## src/design/ets_defs.svh

```systemverilog
`ifndef ETS_DEFS_SVH
`define ETS_DEFS_SVH

// ----------------------------------------------------------------------
// register offsets (byte addresses)
// ----------------------------------------------------------------------
`define ETS_OFF_S5_NS 12'h584
`define ETS_OFF_S5_SEC 12'h588
`define ETS_OFF_S5_PH 12'h58c
`define ETS_OFF_S6_NS 12'h590
`define ETS_OFF_S6_SEC 12'h594
`define ETS_OFF_S6_PH 12'h598
`define ETS_OFF_UNIT_IDX 12'h5e0
`define ETS_OFF_CTRL 12'h5e4
`define ETS_OFF_INT_STAT 12'h5e8
`define ETS_OFF_INT_MASK 12'h5ec

// ----------------------------------------------------------------------
// field positions
// ----------------------------------------------------------------------
`define ETS_IDX_PTR_BIT 8
`define ETS_NS_POL_BIT 30
`define ETS_CTRL_RISE_LSB 0
`define ETS_CTRL_FALL_LSB 2
`define ETS_CTRL_REARM_LSB 8

// ----------------------------------------------------------------------
// reset values
// ----------------------------------------------------------------------
`define ETS_CTRL_EN_RST 4'hf
`define ETS_INT_MASK_RST 4'h0

// ----------------------------------------------------------------------
// sub-slot phase codes (16 ns slot moved off the reserved range)
// ----------------------------------------------------------------------
`define ETS_PH_0NS 3'h0
`define ETS_PH_8NS 3'h1
`define ETS_PH_16NS 3'h2
`define ETS_PH_24NS 3'h3
`define ETS_PH_32NS 3'h4

// ----------------------------------------------------------------------
// timing
// ----------------------------------------------------------------------
`define ETS_CLK_PERIOD_NS 5
`define ETS_REF_PERIOD_NS 40
`define ETS_SLOT_NS 8
`define ETS_REF_CYCLES (`ETS_REF_PERIOD_NS / `ETS_CLK_PERIOD_NS)
`define ETS_NS_PER_SEC 30'h3b9aca00

`endif

```

## src/design/ets_pkg.sv

```systemverilog
package ets_pkg;

    // one captured sample
    typedef struct packed {
        logic pol;
        logic [29:0] ns;
        logic [31:0] sec;
        logic [2:0] phase;
    } ets_sample_t;

    // running time of day
    typedef struct packed {
        logic [29:0] ns;
        logic [31:0] sec;
        logic [2:0] phase;
    } ets_time_t;

    // register bus request
    typedef struct packed {
        logic [11:0] addr;
        logic [31:0] wdata;
        logic wr;
        logic rd;
    } ets_bus_req_t;

endpackage

```

## src/design/ets_edge_sync.sv

```systemverilog
`timescale 1ns/1ps

module ets_edge_sync (
    // clock and reset
    input wire logic clk,
    input wire logic rst,
    // event pin
    input wire logic pin,
    // edge pulses
    output logic rise,
    output logic fall
);
    logic sync1_ff;
    logic sync2_ff;
    logic last_ff;

    // two-stage synchroniser, then edge detect on stage two
    always_ff @(posedge clk) begin
        if (rst) begin
            sync1_ff <= 1'b0;
            sync2_ff <= 1'b0;
            last_ff <= 1'b0;
            rise <= 1'b0;
            fall <= 1'b0;
        end else begin
            sync1_ff <= pin;
            sync2_ff <= sync1_ff;
            last_ff <= sync2_ff;
            rise <= sync2_ff & ~last_ff;
            fall <= ~sync2_ff & last_ff;
        end
    end
endmodule // ets_edge_sync

```

## src/design/ets_sample_slot.sv

```systemverilog
`timescale 1ns/1ps

module ets_sample_slot (
    // clock and reset
    input wire logic clk,
    input wire logic rst,
    // capture request
    input wire logic cap,
    input wire logic pol,
    input wire ets_pkg::ets_time_t now,
    // stored sample
    output ets_pkg::ets_sample_t q
);
    import ets_pkg::*;

    // latch time and polarity on capture, hold otherwise
    always_ff @(posedge clk) begin
        if (rst) begin
            q <= '0;
        end else if (cap) begin
            q <= {pol, now.ns, now.sec, now.phase};
        end
    end
endmodule // ets_sample_slot

```

## src/design/ets_capture_top.sv

```systemverilog
`timescale 1ns/1ps
`include "ets_defs.svh"

module ets_capture_top (
    // clock and reset
    input wire logic clk,
    input wire logic rst,
    // register bus
    input wire ets_pkg::ets_bus_req_t bus,
    output logic [31:0] rdata,
    // event pins, one per unit
    input wire logic [1:0] ts_in,
    // interrupt
    output logic irq
);
    import ets_pkg::*;

    // ------------------------------------------------------------------
    // declarations
    // ------------------------------------------------------------------
    logic [2:0] sub_cnt_ff;
    logic [29:0] ns_ff;
    logic [31:0] sec_ff;
    logic [5:0] elapsed_ns;
    logic [2:0] slot_idx;
    logic [2:0] phase_code;
    ets_time_t now;
    logic [1:0] rise;
    logic [1:0] fall;
    logic [1:0] ev;
    logic idx_ff;
    logic [1:0] rise_en_ff;
    logic [1:0] fall_en_ff;
    logic [1:0] rearm;
    logic [2:0] cnt_ff [2];
    logic [3:0] cap;
    ets_sample_t slot_q [4];
    logic [3:0] int_stat_ff;
    logic [3:0] int_mask_ff;
    logic [31:0] nxt_rdata;
    logic unit_sel;
    ets_sample_t sel5;
    ets_sample_t sel6;
    // edge enables come out of reset all on
    localparam logic [3:0] CTRL_EN_RST = `ETS_CTRL_EN_RST;

    assign unit_sel = idx_ff;

    // ------------------------------------------------------------------
    // local time of day on the 25 MHz grid
    // ------------------------------------------------------------------

    // sub-cycle counter inside one 40 ns period
    always_ff @(posedge clk) begin
        if (rst) begin
            sub_cnt_ff <= 3'h0;
        end else if (sub_cnt_ff == 3'(`ETS_REF_CYCLES - 1)) begin
            sub_cnt_ff <= 3'h0;
        end else begin
            sub_cnt_ff <= sub_cnt_ff + 3'h1;
        end
    end

    // nanoseconds advance 40 per period, carry into seconds
    always_ff @(posedge clk) begin
        if (rst) begin
            ns_ff <= 30'h0;
            sec_ff <= 32'h0;
        end else if (sub_cnt_ff == 3'(`ETS_REF_CYCLES - 1)) begin
            if (ns_ff >= `ETS_NS_PER_SEC - 30'(`ETS_REF_PERIOD_NS)) begin
                ns_ff <= 30'h0;
                sec_ff <= sec_ff + 32'h1;
            end else begin
                ns_ff <= ns_ff + 30'(`ETS_REF_PERIOD_NS);
            end
        end
    end

    // map elapsed time in the period onto one of five 8 ns slots
    assign elapsed_ns = 6'(sub_cnt_ff) * 6'(`ETS_CLK_PERIOD_NS);
    assign slot_idx = 3'(elapsed_ns / 6'(`ETS_SLOT_NS));

    always_comb begin
        unique case (slot_idx)
            3'h0: phase_code = `ETS_PH_0NS;
            3'h1: phase_code = `ETS_PH_8NS;
            3'h2: phase_code = `ETS_PH_16NS;
            3'h3: phase_code = `ETS_PH_24NS;
            3'h4: phase_code = `ETS_PH_32NS;
            default: phase_code = `ETS_PH_0NS;
        endcase
    end

    assign now = '{ns: ns_ff, sec: sec_ff, phase: phase_code};

    // ------------------------------------------------------------------
    // event detection and sample ordering
    // ------------------------------------------------------------------
    for (genvar u = 0; u < 2; u++) begin : g_unit
        ets_edge_sync u_sync (
            .clk(clk),
            .rst(rst),
            .pin(ts_in[u]),
            .rise(rise[u]),
            .fall(fall[u])
        );

        assign ev[u] = (rise[u] & rise_en_ff[u]) | (fall[u] & fall_en_ff[u]);
        // fifth and sixth qualified edges land in this block
        assign cap[2*u] = ev[u] && (cnt_ff[u] == 3'h4);
        assign cap[2*u+1] = ev[u] && (cnt_ff[u] == 3'h5);

        // edge count, saturating once the sixth has landed
        always_ff @(posedge clk) begin
            if (rst) begin
                cnt_ff[u] <= 3'h0;
            end else if (rearm[u]) begin
                cnt_ff[u] <= {2'h0, ev[u]};
            end else if (ev[u] && cnt_ff[u] != 3'h6) begin
                cnt_ff[u] <= cnt_ff[u] + 3'h1;
            end
        end

        for (genvar s = 0; s < 2; s++) begin : g_slot
            ets_sample_slot u_slot (
                .clk(clk),
                .rst(rst),
                .cap(cap[2*u+s]),
                .pol(rise[u]),
                .now(now),
                .q(slot_q[2*u+s])
            );
        end
    end

    // ------------------------------------------------------------------
    // software registers
    // ------------------------------------------------------------------

    // unit index and control; rearm bits act once and are not stored
    always_ff @(posedge clk) begin
        if (rst) begin
            idx_ff <= 1'b0;
            rise_en_ff <= CTRL_EN_RST[`ETS_CTRL_RISE_LSB +: 2];
            fall_en_ff <= CTRL_EN_RST[`ETS_CTRL_FALL_LSB +: 2];
        end else if (bus.wr && bus.addr == `ETS_OFF_UNIT_IDX) begin
            idx_ff <= bus.wdata[`ETS_IDX_PTR_BIT];
        end else if (bus.wr && bus.addr == `ETS_OFF_CTRL) begin
            rise_en_ff <= bus.wdata[`ETS_CTRL_RISE_LSB +: 2];
            fall_en_ff <= bus.wdata[`ETS_CTRL_FALL_LSB +: 2];
        end
    end

    assign rearm = (bus.wr && bus.addr == `ETS_OFF_CTRL) ?
        bus.wdata[`ETS_CTRL_REARM_LSB +: 2] : 2'h0;

    // sticky capture flags, write one to clear, a new capture wins
    always_ff @(posedge clk) begin
        if (rst) begin
            int_stat_ff <= 4'h0;
        end else if (bus.wr && bus.addr == `ETS_OFF_INT_STAT) begin
            int_stat_ff <= (int_stat_ff & ~bus.wdata[3:0]) | cap;
        end else begin
            int_stat_ff <= int_stat_ff | cap;
        end
    end

    // interrupt mask
    always_ff @(posedge clk) begin
        if (rst) begin
            int_mask_ff <= `ETS_INT_MASK_RST;
        end else if (bus.wr && bus.addr == `ETS_OFF_INT_MASK) begin
            int_mask_ff <= bus.wdata[3:0];
        end
    end

    assign irq = |(int_stat_ff & int_mask_ff);

    // ------------------------------------------------------------------
    // read path, data one cycle after the strobe
    // ------------------------------------------------------------------
    assign sel5 = slot_q[{unit_sel, 1'b0}];
    assign sel6 = slot_q[{unit_sel, 1'b1}];

    // sample registers are read only and reserved bits are zero
    always_comb begin
        unique case (bus.addr)
            `ETS_OFF_S5_NS: nxt_rdata = {1'b0, sel5.pol, sel5.ns};
            `ETS_OFF_S5_SEC: nxt_rdata = sel5.sec;
            `ETS_OFF_S5_PH: nxt_rdata = {29'h0, sel5.phase};
            `ETS_OFF_S6_NS: nxt_rdata = {1'b0, sel6.pol, sel6.ns};
            `ETS_OFF_S6_SEC: nxt_rdata = sel6.sec;
            `ETS_OFF_S6_PH: nxt_rdata = {29'h0, sel6.phase};
            `ETS_OFF_UNIT_IDX: nxt_rdata = {23'h0, idx_ff, 8'h0};
            `ETS_OFF_CTRL: nxt_rdata = {28'h0, fall_en_ff, rise_en_ff};
            `ETS_OFF_INT_STAT: nxt_rdata = {28'h0, int_stat_ff};
            `ETS_OFF_INT_MASK: nxt_rdata = {28'h0, int_mask_ff};
            default: nxt_rdata = 32'h0;
        endcase
    end

    // read data register, zero when no read
    always_ff @(posedge clk) begin
        if (rst) begin
            rdata <= 32'h0;
        end else begin
            rdata <= bus.rd ? nxt_rdata : 32'h0;
        end
    end

    logic [29:0] sel5_ns;
    logic [31:0] sel6_sec;
    logic rd_s5_ns;
    logic rd_s6_sec;
    logic rd_ph;
    logic [2:0] cap_phase;

    assign sel5_ns = sel5.ns;
    assign sel6_sec = sel6.sec;
    assign rd_s5_ns = bus.rd && bus.addr == `ETS_OFF_S5_NS;
    assign rd_s6_sec = bus.rd && bus.addr == `ETS_OFF_S6_SEC;
    assign rd_ph = bus.rd && (bus.addr == `ETS_OFF_S5_PH || bus.addr == `ETS_OFF_S6_PH);
    assign cap_phase = slot_q[0].phase;
endmodule // ets_capture_top

```

## config.mk

```make
export PLATFORM = sky130hd
export DESIGN_NAME = ets_capture_top
export DESIGN_NICKNAME = d
export VERILOG_FILES = /design/src/design/ets_pkg.sv /design/src/design/ets_edge_sync.sv /design/src/design/ets_sample_slot.sv /design/src/design/ets_capture_top.sv
export VERILOG_INCLUDE_DIRS = /design/src /design/src/design
export SDC_FILE = /design/constraint.sdc
export NUM_CORES = 1
export LEC_CHECK = 0
export BUFFER_PORTS_ARGS = -buffer_cell sky130_fd_sc_hd__buf_4
export CAP_MARGIN = 10
export CORE_MARGIN = 3
export CORE_UTILIZATION = 57
export CTS_BUF_LIST = sky130_fd_sc_hd__clkbuf_2
export CTS_CLUSTER_SIZE = 8
export DETAILED_ROUTE_END_ITERATION = 8
export PLACE_DENSITY = 0.78
export SLEW_MARGIN = 20
export SYNTH_ARGS = -nofsm -noshare
export SYNTH_HDL_FRONTEND = slang
export SYNTH_SLANG_ARGS = --single-unit
export TNS_END_PERCENT = 100
```

## constraint.sdc

```tcl
create_clock -name clk -period 2.1 [get_ports clk]
set_input_delay 0.105 -clock clk [delete_from_list [all_inputs] [get_ports clk]]
set_output_delay 0.105 -clock clk [all_outputs]
set_load 0.02 [all_outputs]
```

Yosys cells after proc, flatten, opt, wreduce, memory -nomap -nowiden
Memories as Yosys holds them, arrays and structs flattened.
Index checks and enable logic that the tools add are counted.
{ "totals": {"ff_bits": 384, "mem_bits_rw": 6, "input_bits": 50, "output_inout_bits": 33, "wordCells": 139, "memories": 1} }
{ "memory_table": {"columns": ["memory", "depth", "word_bits", "rd", "rd_clocked_by_memory_dff", "wr", "line", "source"], "rows": [
  ["cnt_ff", 2, 3, 2, 0, 2, "ets_capture_top.sv:35", "logic [2:0] cnt_ff [2];"]
]} }
{ "op_classes": {"addsub": 5, "mul": 1, "n_lt_le_gt_ge": 3, "n_eq_ne": 21, "mux": 31, "bitwise_logic": 27, "n_reduce_logical": 15} }
{ "ops": {"columns": ["operator", "n"], "rows": [
  ["case mux 32 bit (10 select lines)", 1],
  ["binary-select mux 66 bit (select 2 bit)", 2],
  ["two-way mux 66 bit", 4],
  ["== test 12 x 11 -> 1 bit, second input constant", 10],
  ["adder 32 x 1 -> 32 bit, second input constant", 1],
  ["adder 30 x 6 -> 30 bit, second input constant", 1],
  [">= comparator 30 bit, second input constant", 1],
  ["two-way mux 30 bit", 1],
  ["== test 3 bit, second input constant", 6],
  ["two-way mux 1 bit", 16],
  ["two-way mux 3 bit", 4],
  ["case mux 3 bit (4 select lines)", 1],
  ["logical AND 1 bit", 10],
  ["adder 3 x 1 -> 3 bit, second input constant", 3],
  ["AND 1 bit", 8],
  ["AND 4 bit", 2],
  ["bitwise OR 4 bit", 2],
  ["== test 3 x 2 -> 1 bit, second input constant", 2],
  [">= comparator 3 bit, second input constant", 2],
  ["multiplier 3 x 3 -> 6 bit, second input constant", 1],
  ["inequality test 3 bit, second input constant", 2],
  ["NOT 1 bit", 6],
  ["NOT 2 -> 3 bit", 2],
  ["bitwise OR 1 bit", 6],
  ["7 further kinds", 9]
]} }

Longest topological paths before layout
{ "logic_depth": {"ltp_word": 8, "mapped_depth": 9, "depth_no_buf": 7} }

Cells and area by module
From an unflattened synthesis, not the netlist that was laid out.
{ "hier_totals": {"hier_cells": 1708, "area_unflattened_um2": 17301.6} }
{ "by_module_without_submodules": {"columns": ["module", "n_inst", "cells_each", "area_each_um2", "seq_area_each_um2"], "rows": [
  ["ets_sample_slot", 4, 213, 2387.3, 1321.3],
  ["ets_capture_top", 1, 836, 7484.7, 2322.2],
  ["ets_edge_sync", 2, 10, 133.9, 100.1]
]} }

Worst setup path after synthesis
Ideal clock, no wire load.
{ "synth_timing": {"path_kind": "register -> register", "startpoint": "register ns_ff[16]", "endpoint": "register sec_ff[5]", "setup_time_ns": 0.121, "arrival_time_ns": 2.118, "required_time_ns": 1.979, "setup_slack_ns": -0.139, "path_stages_with_launch": 8, "path_buffers": 2, "period_less_slack_ns": 2.239, "path_cell_list": "dfxtp_1 -> buf_6 -> or4b_4 -> nor4_4 -> a311oi_4 -> buf_6 -> nor4_1 -> mux2_2"} }
{ "synth_via": {"elab_chain_cells": 2} }
{ "synth_rtl": {"columns": ["element", "line", "source"], "rows": [
  ["start, declared", "ets_capture_top.sv:22", "logic [29:0] ns_ff;"],
  ["start signal, assigned", "ets_capture_top.sv:74", "ns_ff <= ns_ff + 30'(`ETS_REF_PERIOD_NS);"],
  [">= comparator 30 bit", "ets_capture_top.sv:70", "if (ns_ff >= `ETS_NS_PER_SEC - 30'(`ETS_REF_PERIOD_NS)) begin"],
  ["AND reduction 2 bit (no line)", null, null],
  ["end signal, assigned", "ets_capture_top.sv:72", "sec_ff <= sec_ff + 32'h1;"],
  ["end, declared", "ets_capture_top.sv:23", "logic [31:0] sec_ff;"]
]} }
Every way passes these cells.
A chain may end at the register's enable or synchronous reset.

Worst setup path in the final report
{ "layout_timing": {"startpoint": "input port bus[36] (netlist name)", "endpoint": "register int_mask_ff[1]"} }
{ "layout_via": {"elab_chain_cells": 2} }
{ "layout_rtl": {"columns": ["element", "line", "source"], "rows": [
  ["start, declared", "ets_capture_top.sv:9", "input wire ets_pkg::ets_bus_req_t bus,"],
  ["== test 12 x 11 -> 1 bit", null, null],
  ["logical AND 1 bit (no line)", null, null],
  ["end signal, assigned", "ets_capture_top.sv:171", "int_mask_ff <= `ETS_INT_MASK_RST;"],
  ["end signal, assigned", "ets_capture_top.sv:173", "int_mask_ff <= bus.wdata[3:0];"],
  ["end, declared", "ets_capture_top.sv:39", "logic [3:0] int_mask_ff;"]
]} }
Every way passes these cells.

==> out/results.tsv <==
metric	value	unit
Critical Path Source	bus[36]	
die area	30220	um^2
largest net degree at the start of global routing	72	
Core ar.	27330	um^2
CP Capture Type	flop	
#FFs+latches synth	375	
terminus of the critical flop-to-flop path	sec_ff[28]	
relative slew slack	48.64	%
Max stage delay cell, worst path	dlygate4sd3_1	
Hold Path Depth	6	
Period minus WS final	2.246	ns
worst-path fanout max	9	
worst slew pin tran	0.7696	ns
Setup CP Type	in -> reg	
DP Area	17520	um^2
first-pass GRT wire length	75000	um
Mapped Cells	1966	
HP Class	in -> reg	
grt ovf	0	
IO Count	83	
yosys warns	0	
Pleak	6.323	nW
# clock sinks	375	
critical path startpoint category	input pin	
RSZ-0062 raised after global routing	true	
Port Buffers	56	
synth top area cells	dfxtp_1 (46%), nand2_1 (13%), a21oi_1 (9.4%)	
Worst Path Arrival	3.09	ns
Post-synth EDFFs	6	
Synth top area share	46.00	%
synthesized net count	2030	
Worst R2R Path Depth	7	
initial antenna violation count	2	
Routed WL	47160	um
vias in the first global route	14990	
initial detailed-routing violation count	1549	
top cells by count, synth	nand2_1 (550), dfxtp_1 (369), a21oi_1 (301), clkbuf_1 (139), mux2i_1 (114)	
setup TNS	-3.563	ns
pre-CTS setup slack	-0.1867	ns
max-capacitance violation count	0	
multi-input logic area	7868	um^2
Root Driver	clkbuf_2	
chip width	173.8	um
DR pass1 iterations	7	
hpwl dp	27600	um
Power Dens Cells	641.4	nW/um^2
share of layout cells above drive strength 1	17.89	%
R2R setup slack	-0.14	ns
routed vias	15300	
largest area contributor in the netlist	dfxtp_1	
hold_ws	0.04413	ns
CTS Buffer Depth	3	
Clock Pin Slew Worst Setup and Hold Paths	0.11	ns
worst vdd ir	528.6	uV
most frequent cell after synthesis	nand2_1	
Worst R2R Start	ns_ff[18]	
total CTS buffers	92	
chip height	173.8	um
Hold EP	rdata[1]	
Final period util	106.9	%
Final Hold Fails	0	
clk_skew	0.1074	ns
Overall Global Routing Usage	30.01	%
Netlist Area Pre-Place	16060	um^2
hold path startpoint	bus[34]	
Clock Latency Late Sink	0.95	ns
DR vias/cell	5.993	
post-synthesis sequential area ratio	47.12	%
# setup viols final	59	
Final ANT Viol Nets	0	
Synth Area per Inst	8.168	um^2
CP peak stage delay	0.59	ns
CP Data Required Time	2.94	ns
num rows	60	
gpl congestion	0.9063	
nets	2188	
FF+latch area	7572	um^2
P&R area growth vs syn	18.53	%
final slew viol count	0	
outcome	finished with violations	
# fillers	2169	
Setup WS post-layout	-0.1458	ns
Async SR Flop Fraction	0	%
drt drc	0	
CTS tree	done	
Initial Utilization	58.76	%
Final Cell Area	19030	um^2
failing checks	negative setup slack	
Most used DFF post-synth	dfxtp_1	
average wire per cell in the routed design	18.47	um
CP cell instances	buf_4 > dlygate4sd3_1 > buf_4 > or4bb_1 > nor3_2 > buf_4 > nand3_1 > dlygate4sd3_1 > a21oi_1 > dlygate4sd3_1	
post-synth cell types	69	
f_max	0.4453	GHz
H-tree depth	3	
## registers in the layout, summed over array words and instances, names as in the netlist, 3 cells and up
register and cells:
rdata 32, sub_cnt_ff 3, cnt_ff 6, sec_ff 32
int_stat_ff 4, int_mask_ff 4, ns_ff 27, g_unit.g_slot.u_slot.q 252
## power by group
part	switching (mW)	internal [mW]
logic	0.246	0.146
clock network	2.81	1.85
registers	0.0158	7.14
## kinds of logic after synthesis
family	count (synthesis)	share of synthesized area [%]
xor gates and xnor gates	28	1.527
and+or+nand+nor	779	21.41
DFF	375	47.12
adders and majority gates	14	1.091
buffers and inverters	197	4.909
AOI/OAI and AO/OA	450	16.13
muxes	123	7.807
## through the flow
stage / instances / utilization [%] / power [mW]
2_1_floorplan: 1966 / - / 7.507
5_1_grt: 2553 / 69.65 / 12.71
4_1_cts: 2548 / 69.06 / 12.27
6_report: 2553 / 69.65 / 12.21
3_5_place_dp: 2342 / 64.10 / 7.637
3_3_place_gp: 2342 / 64.10 / 7.629
## worst max-delay path by stage
stage | to | slack, ns
global route | sec_ff[20] | -0.26
finish | int_mask_ff[1] | -0.15
CTS | sec_ff[28] | -0.18
detailed placement | sec_ff[28] | -0.19
global placement | sec_ff[21] | -0.10
floorplan | sec_ff[5] | -0.07
## cell type report
| cell class | instances | share of cell area, % |
|---|---|---|
| sequential | 375 | 39.78 |
| multi-input combinational | 1394 | 41.34 |
| clock inverter | 23 | 0.7494 |
| inverter | 14 | 0.2761 |
| tap | 372 | 2.445 |
| clock buffer | 127 | 3.339 |
| antenna | 1 | 0.01315 |
| timing repair buffer | 247 | 12.06 |
## cells in the final DEF, fill, tap and decap left out, drive strengths merged, types with 7 or more instances in the layout
master,netlist,final
ha,14,14
xnor2,15,15
nor3,11,11
mux2,8,8
nand2,550,550
buf,43,195
a22oi,7,7
o31ai,29,29
nand4,23,23
mux2i,114,114
o22ai,55,55
or4,29,29
a21oi,301,301
xor2,13,13
clkbuf,140,127
dfxtp,369,369
clkinv,0,19
nor4,14,14
and3,7,7
o21a,26,26
inv,14,15
dlygate4sd3,0,50
nor2,53,53
nand3,38,38
nor2b,17,17
## routing by layer
layer,GRT usage (%),wire length (um)
met2,49.57,22170
met4,16.15,2072
met1,37.20,18700
met3,5.585,4204
met5,0,9
## worst max-delay path, delay by kind of cell
| family | cells | cell delay, ns |
|---|---|---|
| buffers and inverters | 6 | 2.15 |
| and+or+nand+nor | 3 | 0.68 |
| AOI/OAI and AO/OA | 1 | 0.15 |
## repair_timing
item | CTS | global route
hold buffers | 54 | 0
endpoints found under the setup margin | 32 | 70
endpoints found under the hold margin | 278 | 0
pin swaps | 2 | 4
cloned | 1 | 0
gates resized for setup | 1 | 38
setup buffers | 1 | 6
No activity file was read; power rests on OpenSTA's default activity.
